### src/rtl/lpdh_params.svh
// Constants for the low power debug handshake block
`ifndef LPDH_PARAMS_SVH
`define LPDH_PARAMS_SVH
`define LPDH_CFG_WIDTH       16
`define LPDH_BIT_LP_DEBUG_EN 0
`define LPDH_BIT_TCO_EN      1
`define LPDH_BIT_TCO_DIV_LO  2
`define LPDH_BIT_STOP_SYNC   8
`define LPDH_CFG_RESET       16'h0000
`define LPDH_DIV_RESET       2'h0
`define LPDH_DIV_CNT_WIDTH   3
`endif

### src/rtl/lpdh_pkg.sv
// Types for the low power debug handshake block
`default_nettype none
package lpdh_pkg;
  typedef enum logic [2:0] {
    LPDH_RUN,
    LPDH_ENTRY_SYNC,
    LPDH_LOW_POWER,
    LPDH_WAKE_WAIT,
    LPDH_STANDBY
  } lpdh_state_t;

  typedef struct packed {
    logic       write;
    logic [15:0] data;
  } lpdh_dbg_wr_t;

  typedef struct packed {
    lpdh_state_t state;
    logic        lp_debug_en;
    logic        tco_en;
    logic [1:0]  tco_div;
    logic        stop_sync;
    logic [2:0]  div_cnt;
    logic        tco;
    logic        tdo_o;
    logic        tdo_oe;
    logic        clk_gate;
    logic        resume;
    logic        entry_done;
    logic        pd_reset;
    logic [15:0] rd_data;
  } lpdh_reg_t;
endpackage : lpdh_pkg
`default_nettype wire

### src/rtl/lpdh_top.sv
// Low power debug handshake: debugger-only port config, trace clock, stop sync
//
// Notes on behaviour
// - Config controls reachable only through the debugger port, never the memory map.
// - With low-power debug enabled, debug survives exit from low-power mode, but not from standby.
// - Enabled low-power exit waits for the debugger handshake before finishing.
// - Trace clock output enable switches the clock toward the debugger.
// - Two-bit divider picks system clock over 1, 2, 4 or 8; 1 at reset; the trace clock toggles each cycle at 1, so it runs at over 2, 4, 8 or 16.
// - Software low-power request starts entry, sets stop sync, and pauses.
// - After stop sync cleared, entry completes, clock stops, test data out held high.
// - Timer or pin wake-up drives test data out low to signal the debugger.
// - Device sees stop sync set, releases test data out, clears flag, resumes.
// - Stop sync flag sits at bit 8 of the debug port config register.
// - Standby exit resets all but power domain 0 registers.
// - Standby drops the debugger link; resynchronisation follows exit.
`include "lpdh_params.svh"
`default_nettype none
module lpdh_top (
  input  wire logic                        clock,
  input  wire logic                        reset_n,
  input  wire logic                        clk_en,
  input  wire lpdh_pkg::lpdh_dbg_wr_t      dbg_wr,
  input  wire logic                        mode_req_low_power,
  input  wire logic                        mode_req_standby,
  input  wire logic                        timer_wakeup_source,
  input  wire logic                        pin_wakeup,
  output logic [`LPDH_CFG_WIDTH-1:0]       debug_port_config_reg,
  output logic                             trace_clock_out,
  output logic                             tdo_out,
  output logic                             tdo_oe,
  output logic                             system_clock_gate,
  output logic                             software_resume,
  output logic                             entry_complete,
  output logic                             pd_nonzero_reset
);
  logic [1:0]          rst_sync_q;
  logic                rst_n_int;
  lpdh_pkg::lpdh_reg_t r_q;
  lpdh_pkg::lpdh_reg_t r_d;

  logic                wake;
  logic                cfg_write;
  logic                sync_clear_req;
  logic                sync_set_req;

  logic [3:0]          div_span;
  logic [2:0]          div_max;
  logic                div_hit;

  // Two-flop release so every field leaves reset on the same edge
  always_ff @(posedge clock or negedge reset_n) begin
    if (!reset_n) begin
      rst_sync_q <= 2'h0;
    end else begin
      rst_sync_q <= {rst_sync_q[0], 1'h1};
    end
  end
  assign rst_n_int = rst_sync_q[1];

  assign wake = timer_wakeup_source | pin_wakeup;

  // Debug link is unpowered in standby, so writes there are lost
  assign cfg_write      = dbg_wr.write && (r_q.state != lpdh_pkg::LPDH_STANDBY);
  assign sync_clear_req = cfg_write && !dbg_wr.data[`LPDH_BIT_STOP_SYNC];
  assign sync_set_req   = cfg_write && dbg_wr.data[`LPDH_BIT_STOP_SYNC];

  // Compare with >= so a smaller divider written mid-count still wraps
  assign div_span = 4'h1 << r_q.tco_div;
  assign div_max  = div_span[2:0] - 3'h1;
  assign div_hit  = (r_q.div_cnt >= div_max);

  always_comb begin
    r_d = r_q;
    r_d.resume = 1'h0;
    r_d.pd_reset = 1'h0;

    // Config only via debugger write port, no memory-mapped path
    if (cfg_write) begin
      r_d.lp_debug_en = dbg_wr.data[`LPDH_BIT_LP_DEBUG_EN];
      r_d.tco_en      = dbg_wr.data[`LPDH_BIT_TCO_EN];
      r_d.tco_div     = dbg_wr.data[`LPDH_BIT_TCO_DIV_LO +: 2];
    end

    // Divide by 1 toggles each cycle: a flop output cannot follow the clock itself
    if (!r_q.tco_en) begin
      r_d.tco = 1'h0;
      r_d.div_cnt = 3'h0;
    end else if (r_q.tco_div == `LPDH_DIV_RESET) begin
      r_d.tco = ~r_q.tco;
    end else if (div_hit) begin
      r_d.tco = ~r_q.tco;
      r_d.div_cnt = 3'h0;
    end else begin
      r_d.div_cnt = r_q.div_cnt + 3'h1;
    end

    case (r_q.state)
      lpdh_pkg::LPDH_RUN: begin
        r_d.tdo_o = 1'h0;
        r_d.clk_gate = 1'h0;
        r_d.entry_done = 1'h0;
        if (mode_req_standby) begin
          // Standby drops the link: no handshake kept
          r_d.state = lpdh_pkg::LPDH_STANDBY;
          r_d.clk_gate = 1'h1;
          r_d.entry_done = 1'h1;
        end else if (mode_req_low_power && r_q.lp_debug_en) begin
          r_d.stop_sync = 1'h1;
          r_d.state = lpdh_pkg::LPDH_ENTRY_SYNC;
        end else if (mode_req_low_power) begin
          // No debugger to wait for, so straight into low power
          r_d.state = lpdh_pkg::LPDH_LOW_POWER;
          r_d.clk_gate = 1'h1;
          r_d.entry_done = 1'h1;
        end
      end

      lpdh_pkg::LPDH_ENTRY_SYNC: begin
        // No timeout: a silent debugger stalls entry on purpose
        r_d.tdo_o = 1'h0;
        r_d.clk_gate = 1'h0;
        r_d.entry_done = 1'h0;
        if (sync_clear_req) begin
          r_d.stop_sync = 1'h0;
          r_d.state = lpdh_pkg::LPDH_LOW_POWER;
          r_d.clk_gate = 1'h1;
          r_d.tdo_o = 1'h1;
          r_d.entry_done = 1'h1;
        end
      end

      lpdh_pkg::LPDH_LOW_POWER: begin
        // Wake is a level, so a held wake source is harmless here
        r_d.clk_gate = 1'h1;
        r_d.entry_done = 1'h1;
        if (wake) begin
          r_d.clk_gate = 1'h0;
          r_d.entry_done = 1'h0;
          if (r_q.lp_debug_en) begin
            r_d.tdo_o = 1'h0;
            r_d.state = lpdh_pkg::LPDH_WAKE_WAIT;
          end else begin
            r_d.resume = 1'h1;
            r_d.state = lpdh_pkg::LPDH_RUN;
          end
        end
      end

      lpdh_pkg::LPDH_WAKE_WAIT: begin
        // Debugger answers by setting stop sync; flag seen then cleared
        r_d.tdo_o = 1'h0;
        r_d.clk_gate = 1'h0;
        r_d.entry_done = 1'h0;
        if (sync_set_req) begin
          r_d.stop_sync = 1'h0;
          r_d.resume = 1'h1;
          r_d.state = lpdh_pkg::LPDH_RUN;
        end
      end

      lpdh_pkg::LPDH_STANDBY: begin
        r_d.tdo_o = 1'h0;
        r_d.clk_gate = 1'h1;
        r_d.entry_done = 1'h1;
        if (wake) begin
          // Non-PD0 state reset; debug config lives outside PD0 here
          r_d = '0;
          r_d.state = lpdh_pkg::LPDH_RUN;
          r_d.pd_reset = 1'h1;
        end
      end

      default: begin
        r_d.state = lpdh_pkg::LPDH_RUN;
        r_d.stop_sync = 1'h0;
      end
    endcase

    // Pin stays driven except while the link is powered down
    r_d.tdo_oe = (r_d.state != lpdh_pkg::LPDH_STANDBY);

    // Readback built from next state so it matches the fields exactly
    r_d.rd_data = `LPDH_CFG_RESET;
    r_d.rd_data[`LPDH_BIT_LP_DEBUG_EN] = r_d.lp_debug_en;
    r_d.rd_data[`LPDH_BIT_TCO_EN] = r_d.tco_en;
    r_d.rd_data[`LPDH_BIT_TCO_DIV_LO +: 2] = r_d.tco_div;
    r_d.rd_data[`LPDH_BIT_STOP_SYNC] = r_d.stop_sync;
  end

  // Low clock enable freezes every field, outputs included
  always_ff @(posedge clock or negedge rst_n_int) begin
    if (!rst_n_int) begin
      r_q <= '0;
    end else if (clk_en) begin
      r_q <= r_d;
    end
  end

  // Every output is a field of the state register
  assign debug_port_config_reg = r_q.rd_data;
  assign trace_clock_out       = r_q.tco;
  assign tdo_out               = r_q.tdo_o;
  assign tdo_oe                = r_q.tdo_oe;
  assign system_clock_gate     = r_q.clk_gate;
  assign software_resume       = r_q.resume;
  assign entry_complete        = r_q.entry_done;
  assign pd_nonzero_reset      = r_q.pd_reset;
endmodule // lpdh_top
`default_nettype wire

### config.mk
export PLATFORM = sky130hd
export DESIGN_NAME = lpdh_top
export DESIGN_NICKNAME = d
export VERILOG_FILES = /design/src/rtl/lpdh_pkg.sv /design/src/rtl/lpdh_top.sv
export VERILOG_INCLUDE_DIRS = /design/src /design/src/rtl
export SDC_FILE = /design/constraint.sdc
export NUM_CORES = 1
export LEC_CHECK = 0
export ABC_AREA = 1
export BUFFER_PORTS_ARGS = -buffer_cell sky130_fd_sc_hd__buf_2
export CORE_UTILIZATION = 44
export CTS_CLUSTER_DIAMETER = 120
export DETAILED_ROUTE_END_ITERATION = 12
export GPL_TIMING_DRIVEN = 0
export PLACE_DENSITY = 0.76
export SETUP_SLACK_MARGIN = 0.15
export SLEW_MARGIN = 20
export SYNTH_ARGS = -nofsm -noshare
export SYNTH_HDL_FRONTEND = slang
export SYNTH_SLANG_ARGS = --single-unit
### constraint.sdc
create_clock -name clock -period 0.8 [get_ports clock]
set_clock_uncertainty 0.1 [all_clocks]
set_input_delay 0.2 -clock clock [delete_from_list [all_inputs] [get_ports clock]]
set_output_delay 0.2 -clock clock [all_outputs]
set_load 0.005 [all_outputs]
==> results_dict.tcl, run 1 <==
set metrics [dict create \
    drtAntennaViolNets 0 \
    die_y_um 55.09 \
    fmax_mhz 638.9 \
    holdPathStages 3 \
    r2r_end "r_q[24]" \
    place_inst 229 \
    core_region_area_mm2 0.002567 \
    grt_pass1_wl_um 5209 \
    final_core_util_pct 77.10 \
    worstSetupPathType "flip-flop to flip-flop" \
    yosys_warnings 0 \
    netlist-cell-type-count 26 \
    hp-start "dbg_wr[0]" \
    ios 47 \
    cts_tree "done" \
    hold_end "debug_port_config_reg[0]" \
    insertion_delay_ps 300 \
    synth_edf_count 0 \
    synth-seq-area-share_pct 38.35 \
    dieWidth_um 55.09 \
    cts-root-buf "clkbuf_4" \
    yosys-top-cells-area "dfrtp_1 38%, buf_4 10%, nand2_1 9.4%" \
    drv_cap 0 \
    start_util_pct 48.29 \
    grt.total_usage_pct 24.64 \
    antenna_found_initial 0 \
    n_antenna_cell 0 \
    grt_pass1_vias 1248 \
    first_iter_violations 38 \
    setup_violations 29 \
    path_clk_slew_ps 120 \
    hold_path_class "input pin to flip-flop" \
    final-instance-count-excl-fill 259 \
    viasPerCell 5.120 \
    route.detailed.drc 0 \
    core.rowCount 18 \
    holdWs_ps 74.22 \
    fin_nets 258 \
    yosys.area.top_type "dfrtp_1" \
    violations "setup timing" \
    cts_buffers 3 \
    dpl_worst_slack_ps -771.9 \
    largest_reg_flops 8 \
    reg2reg_depth 9 \
    fillCellCount 181 \
    slew_violations 0 \
    synthArstFlopShare_pct 100.0 \
    synthCells 166 \
    detail_route.wl_per_cell_um 14.94 \
    drive_gt1_share_pct 55.46 \
    synth_top_flop_cell "dfrtp_1" \
    cp-end-kind "flip-flop" \
    grt_setup_unrepaired "true" \
    synth_seq_cells 19 \
    detailed_place.area_mm2 0.001505 \
    syn2layout_area_growth_pct 59.64 \
    totalWireLength_um 3870 \
    netlist_area_mm2 0.001240 \
    worstPathRequired_ps 900 \
    cp.arrival_ps 1670 \
    final_area_mm2 0.001979 \
    dp_hpwl_um 2139 \
    reg2reg_setup_slack_ps -770 \
    avgSynthCellArea_um2 7.470 \
    synthMostInstantiatedCell "nand2_1" \
    port_buffers 23 \
    htreeDepth 1 \
    yosys.area.top_type_share_pct 38.35 \
    num_vias 1326 \
    fin_ws_ps -765.1 \
    fin_crit_sh_pct 195.6 \
    dr.pass1.iters 4 \
    grt_overflow 0 \
    hold_violations 0 \
    r2r_start "debug_port_config_reg[3]" \
    grt_max_degree 18 \
    status "finished with violations" \
    dieArea_mm2 0.003034 \
    power.density_mw_per_mm2 3427 \
    irDropWorstVdd_mv 2.335 \
    synthTopCellsByCount "31 x nand2_1, 25 x inv_1, 19 x dfrtp_1, 17 x buf_4, 13 x nand3_1" \
    crit_path_max_fanout 3 \
    cts_buffer_depth 2 \
    clkSinkCount 19 \
    p_leak_nw 1.045 \
    cp-start-kind "flip-flop" \
    gp_congestion 0.8644 \
    period_minus_slack_ps 1565 \
]
[per-stage QoR]
stage,TNS [ps],power (mW)
after global placement,-9563,4.167
after global routing,-16420,7.227
final,-14860,6.782
after CTS,-13910,6.015
after floorplan,-6859,3.574
after detailed placement,-10090,4.258
[timing repair]
item / 4_1_cts / 5_1_grt
buffers inserted: 20 / 5
gates resized for setup: 40 / 23
pin swaps: 18 / 10
endpoints found under the hold margin: 2 / 0
hold buffers: 1 / 0
setup endpoints to repair: 29 / 32
[how the worst max path moves through the flow]
stage | depth (start not counted) | slack (ps) | end | start
2_1_floorplan | 8 | -630 | trace_clock_out | debug_port_config_reg[3]
6_report | 9 | -770 | r_q[24] | debug_port_config_reg[3]
4_1_cts | 6 | -730 | r_q[23] | r_q[27]
5_1_grt | 8 | -850 | trace_clock_out | debug_port_config_reg[3]
3_3_place_gp | 8 | -730 | trace_clock_out | debug_port_config_reg[3]
3_5_place_dp | 7 | -770 | trace_clock_out | r_q[27]
[logic make-up after synthesis]
logic type | Yosys count | synth area share (%)
compound gates | 26 | 12.11
xor+xnor | 1 | 0.7065
fa+ha+maj | 4 | 4.036
buf+inv | 47 | 19.58
flops | 19 | 38.35
other cells | 2 | 0.6057
simple gates | 67 | 24.62
[per-layer routing]
layer / vias to the layer above / global-route usage, % / routed length, µm
li1: 629 / - / -
met2: 56 / 44.78 / 2073
met4: 0 / 12.08 / 112
met3: 15 / 3.279 / 177
met1: 626 / 28.03 / 1506
met5: - / 0 / 0
[placed cells by master, fill, tap and decap left out, drive strengths merged, types with 2 or more instances in the layout]
| cell type | n |
|---|---|
| buf | 67 |
| nand2 | 34 |
| inv | 27 |
| dfrtp | 19 |
| nand3 | 14 |
| nor2 | 13 |
| conb | 12 |
| o21ai | 11 |
| a21oi | 9 |
| nand4 | 5 |
| ha | 4 |
| clkbuf | 3 |
| a211oi | 2 |
| clkinv | 2 |
[cell type report]
| class | count | area, µm² | area share [%] |
|---|---|---|---|
| Clock inverter | 1 | 5.005 | 0.2528 |
| Sequential cell | 19 | 483.0 | 24.40 |
| Inverter | 28 | 117.6 | 5.942 |
| Tap cell | 30 | 37.54 | 1.896 |
| Multi-Input combinational cell | 110 | 780.7 | 39.44 |
| Timing Repair Buffer | 49 | 376.6 | 19.03 |
| Buffer | 19 | 156.4 | 7.901 |
| Clock buffer | 3 | 22.52 | 1.138 |
[worst max-delay path, stage by stage (launching register included)]
cell	delay, ps
dfrtp_1	440
inv_2	130
nand2_4	70
ha_4	140
nand3b_1	170
nand4_1	140
buf_4	140
o22ai_2	50
nand2_1	50
inv_1	40
[report_power, final]
part	switching (mW)	total, mW	internal [mW]	leakage [nW]
registers	0.419	1.74	1.32	0.230
logic	2.18	4.55	2.37	0.797
clock network	0.308	0.494	0.186	0.0177
total	2.91	6.78	3.88	1.05
Note: power is estimated with default switching activity, not from simulation.
==> run 2, diff against run 1 <==
Settings changed: ABC_AREA 1 to unset, CORE_UTILIZATION 44 to 43, PLACE_DENSITY 0.76 to 0.74.
==> results_dict.tcl, run 2 <==
set metrics [dict create \
    first_iter_violations 25 \
    period_minus_slack_ps 1819 \
    final_cell_mix "24 x buf_4, 21 x buf_6, 18 x buf_2" \
    use_met2_pct 37.52 \
    cp-start-kind "flip-flop" \
    drive_gt1_share_pct 53.68 \
    fin_crit_sh_pct 227.4 \
    grt_setup_unrepaired "true" \
    p_leak_nw 0.8982 \
    ios 47 \
    synthSimpleGateAreaFrac_pct 12.91 \
    cts-root-buf "clkbuf_4" \
    insertion_delay_ps 300 \
    grt_pass1_wl_um 5216 \
    fin_nets 219 \
    worstPathRequired_ps 950 \
    synth_edf_count 0 \
    synth-seq-area-share_pct 38.93 \
    grt_overflow 0 \
    cts_buffers 3 \
    synthArstFlopShare_pct 100.0 \
    hold_path_class "input pin to flip-flop" \
    core.rowCount 18 \
    clkSinkCount 19 \
    crit_path_max_fanout 4 \
    cp.arrival_ps 1970 \
    route.detailed.drc 0 \
    gr-usage-met1_pct 27.00 \
    synth_mux_area_share_pct 3.279 \
    antenna_found_initial 0 \
    die_y_um 55.29 \
    slew_violations 0 \
    cts_buffer_depth 2 \
    dr.pass1.iters 4 \
    violations "setup timing" \
    grt.total_usage_pct 21.08 \
    yosys.area.top_type "dfrtp_1" \
    final_area_mm2 0.001874 \
    grt_pass1_vias 1129 \
    final_common_cell "buf_4" \
    tightest_slew_ps 726.8 \
    status "finished with violations" \
    dieArea_mm2 0.003057 \
    busiest_layer "met2" \
    yosys.area.top_type_share_pct 38.93 \
    synth_top_family_by_area "compound AO/OA/AOI/OAI gates" \
    fillCellCount 192 \
    detail_route.wl_per_cell_um 14.53 \
    largest_reg_flops 8 \
    synth_xor_area_share_pct 0 \
    avgSynthCellArea_um2 9.251 \
    dieWidth_um 55.29 \
    port_buffers 23 \
    num_vias 1173 \
    synthCells 132 \
    synth-compound-area-share_pct 25.31 \
    yosys-top-cells-area "dfrtp_1 39%, buf_4 12%, ha_1 4.1%" \
    cts_tree "done" \
    grt_max_degree 18 \
    viasPerCell 5.332 \
    drv_cap 0 \
    synthTopCellsByCount "19 x buf_4, 19 x dfrtp_1, 9 x nand2_1, 9 x nor2_1" \
    n_antenna_cell 0 \
    met3_usage_pct 3.279 \
    setup_violations 29 \
    path_clk_slew_ps 110 \
    gp_congestion 0.8558 \
    worstSetupPathType "flip-flop to flip-flop" \
    start_util_pct 47.15 \
    p_total_mw 6.482 \
    final_core_util_pct 72.37 \
    fin_ws_ps -1019 \
    synth_fa_ha_area_share_pct 4.098 \
    max_slew_margin_pct 51.37 \
    power.density_mw_per_mm2 3458 \
    cp-end-kind "flip-flop" \
    syn2layout_area_growth_pct 53.48 \
    synth_top_flop_cell "dfrtp_1" \
    core_region_area_mm2 0.002590 \
    netlist_area_mm2 0.001221 \
    totalWireLength_um 3196 \
    dpl_worst_slack_ps -1057 \
    htreeDepth 1 \
    dp_hpwl_um 2004 \
    fmax_mhz 549.8 \
    synth_seq_cells 19 \
    hold_violations 0 \
    yosys_warnings 0 \
    drtAntennaViolNets 0 \
    irDropWorstVdd_mv 2.454 \
    detailed_place.area_mm2 0.001548 \
    netlist-cell-type-count 36 \
]
[run 2: worst paths after layout]
check | startpoint | to | slack, ps | cells past startpoint
setup reg to reg | r_q[27] | r_q[25] | -1020 | 8
min in group asynchronous | reset_n | rst_sync_q[1] | 80 | 2
setup / recovery | r_q[27] | r_q[25] | -1020 | 8
hold / removal | dbg_wr[2] | r_q[27] | 60 | 3
max in group asynchronous | rst_sync_q[1] | r_q[33] | 280 | 0
hold reg to reg | rst_sync_q[1] | software_resume | 90 | 0
[run 2: timing repair]
action | in CTS | in global routing
pin swaps | 10 | 8
hold buffers | 1 | 0
setup endpoints to repair | 29 | 46
buffers inserted | 15 | 5
gates resized for setup | 16 | 15
endpoints found under the hold margin | 2 | 0
[run 2: layout make-up]
class | count | area [µm²] | share of cell area, %
sequential | 19 | 481.7 | 25.70
clock buffer | 4 | 26.28 | 1.402
multi-input combinational | 94 | 763.2 | 40.72
inverter | 7 | 28.78 | 1.535
buffer | 22 | 197.7 | 10.55
tap | 30 | 37.54 | 2.003
timing repair buffer | 44 | 339.1 | 18.09
[run 2: through the flow]
stage	TNS [ps]	cells	hold WS (ps)
6_report	-16040	220	56.68
3_5_place_dp	-12120	195	-112.9
5_1_grt	-17490	220	82.09
2_1_floorplan	-8854	142	-195.6
4_1_cts	-15590	215	51.02
3_3_place_gp	-11760	195	-116.4
[run 2: logic make-up (layout without fill, tap and decap cells)]
logic type | Yosys count | in the layout
AOI/OAI and AO/OA | 41 | 41
and+or+nand+nor | 33 | 33
buffers and inverters | 29 | 77
DFF | 19 | 19
adders and majority gates | 4 | 4
muxes | 4 | 4
other | 2 | 12
[run 2: worst max-delay path: stages (launching register included)]
cell and delay (ps):
dfrtp_1 420, buf_4 150, nand2_2 70, ha_4 210, a21oi_4 150, o211ai_1 100, buf_4 160, o32ai_2 270
a21o_1 110
[run 2: metal layers]
| layer | wire (µm) | vias to the layer above |
|---|---|---|
| met2 | 1654 | 48 |
| met3 | 195 | 4 |
| met4 | 22 | 0 |
| met1 | 1323 | 559 |
| met5 | 0 | - |
| li1 | - | 562 |
[run 2: report_power, final]
part | switching [mW] | internal (mW)
sequential | 0.349 | 1.29
combinational | 1.89 | 2.44
clock | 0.318 | 0.194
total | 2.56 | 3.92
==> run 3, diff against run 2 <==
Settings changed: PLACE_DENSITY 0.74 to unset, PLACE_DENSITY_LB_ADDON set to 0.05.
==> results_dict.tcl, run 3 (same netlist as run 2, synthesis figures left out) <==
set metrics [dict create \
    tightest_slew_ps 773.2 \
    setup_violations 29 \
    violations "setup timing" \
    p_leak_nw 0.9257 \
    period_minus_slack_ps 1830 \
    start_util_pct 47.15 \
    power.density_mw_per_mm2 3420 \
    grt_setup_unrepaired "true" \
    grt_pass1_vias 1141 \
    final_cell_mix "29 x buf_4, 20 x buf_2, 18 x buf_6" \
    path_clk_slew_ps 120 \
    syn2layout_area_growth_pct 55.02 \
    totalWireLength_um 3056 \
    fmax_mhz 546.3 \
    dpl_worst_slack_ps -1067 \
    fin_ws_ps -1030 \
    drv_cap 0 \
    cp-end-kind "flip-flop" \
    fin_nets 223 \
    die_y_um 55.29 \
    cts-root-buf "clkbuf_4" \
    gp_congestion 0.8410 \
    ios 47 \
    n_antenna_cell 0 \
    final_common_cell "buf_4" \
    clkSinkCount 19 \
    fin_setup_tns_ps -16220 \
    hold_violations 0 \
    drtAntennaViolNets 0 \
    antenna_found_initial 0 \
    place_inst 195 \
    route.detailed.drc 0 \
    port_buffers 23 \
    viasPerCell 5.165 \
    reg2reg_setup_slack_ps -1030 \
    status "finished with violations" \
    cts_tree "done" \
    drive_gt1_share_pct 53.61 \
    largest_reg_flops 8 \
    core_region_area_mm2 0.002590 \
    p_total_mw 6.474 \
    cts_buffers 3 \
    max_slew_margin_pct 48.26 \
    cp-start-kind "flip-flop" \
    cp.arrival_ps 1920 \
    worstPathRequired_ps 890 \
    first_iter_violations 32 \
    grt_pass1_wl_um 5278 \
    grt.total_usage_pct 21.65 \
    holdWs_ps 31.84 \
    dieWidth_um 55.29 \
    fin_crit_sh_pct 228.8 \
    crit_path_max_fanout 4 \
    worstSetupPathType "flip-flop to flip-flop" \
    grt_overflow 0 \
    grt_max_degree 18 \
    insertion_delay_ps 300 \
    irDropWorstVdd_mv 2.203 \
    cts_buffer_depth 2 \
    dp_hpwl_um 1945 \
    final-instance-count-excl-fill 224 \
    hold_path_class "input pin to flip-flop" \
    htreeDepth 1 \
    slew_violations 0 \
    num_vias 1157 \
    core.rowCount 18 \
    dr.pass1.iters 4 \
    detail_route.wl_per_cell_um 13.64 \
    dieArea_mm2 0.003057 \
]
-- run 3: final timing paths --
| path | depth (start not counted) | to | from |
|---|---|---|---|
| min reg2reg | 0 | tdo_out | rst_sync_q[1] |
| max | 7 | r_q[24] | r_q[27] |
| max in group asynchronous | 0 | r_q[33] | rst_sync_q[1] |
| max reg2reg | 7 | r_q[24] | r_q[27] |
| min in group asynchronous | 0 | tdo_out | rst_sync_q[1] |
| min | 3 | debug_port_config_reg[0] | dbg_wr[0] |
-- run 3: what timing repair did --
item	CTS	global route
hold buffers	1	0
setup buffers	20	4
pin swaps	10	1
resized for setup	20	6
hold endpoints to repair	2	0
endpoints found under the setup margin	29	40
-- run 3: critical path, cell delays in order, from the launching register on --
cell,delay [ps]
dfrtp_1,400
or2_4,270
ha_4,280
nor2b_4,40
o211ai_1,160
buf_4,170
nor2_4,40
a32o_1,260
-- run 3: area by class of cell --
type                    count  area, µm²
inverters                   7      28.78
clock buffers               4      26.28
well taps                  30      37.54
flip-flops and latches     19      481.7
fillers                   189      696.9
multi-input cells          94      758.2
plain buffers              22      203.9
repair buffers             48      356.6
-- run 3: metal layers --
metal	wire length (µm)	up-vias	GRT usage [%]
li1	-	574	-
met1	1438	539	29.10
met2	1444	38	34.77
met3	117	6	3.513
met4	55	0	8.571
met5	0	-	0
-- run 3: where the power goes --
group / switching [mW] / internal [mW] / leakage, nW / total [mW]
Sequential: 0.281 / 1.29 / 0.233 / 1.57
Clock: 0.316 / 0.194 / 0.0150 / 0.511
Combinational: 1.94 / 2.45 / 0.678 / 4.39
Total: 2.54 / 3.93 / 0.926 / 6.47
-- run 3: metrics by stage --
| step | area, µm² | util (%) |
|---|---|---|
| final | 1893 | 73.09 |
| after global routing | 1893 | 73.09 |
| after CTS | 1841 | 71.06 |
| after detailed placement | 1548 | 59.76 |
| after global placement | 1548 | 59.76 |
| after floorplan | 1395 | - |
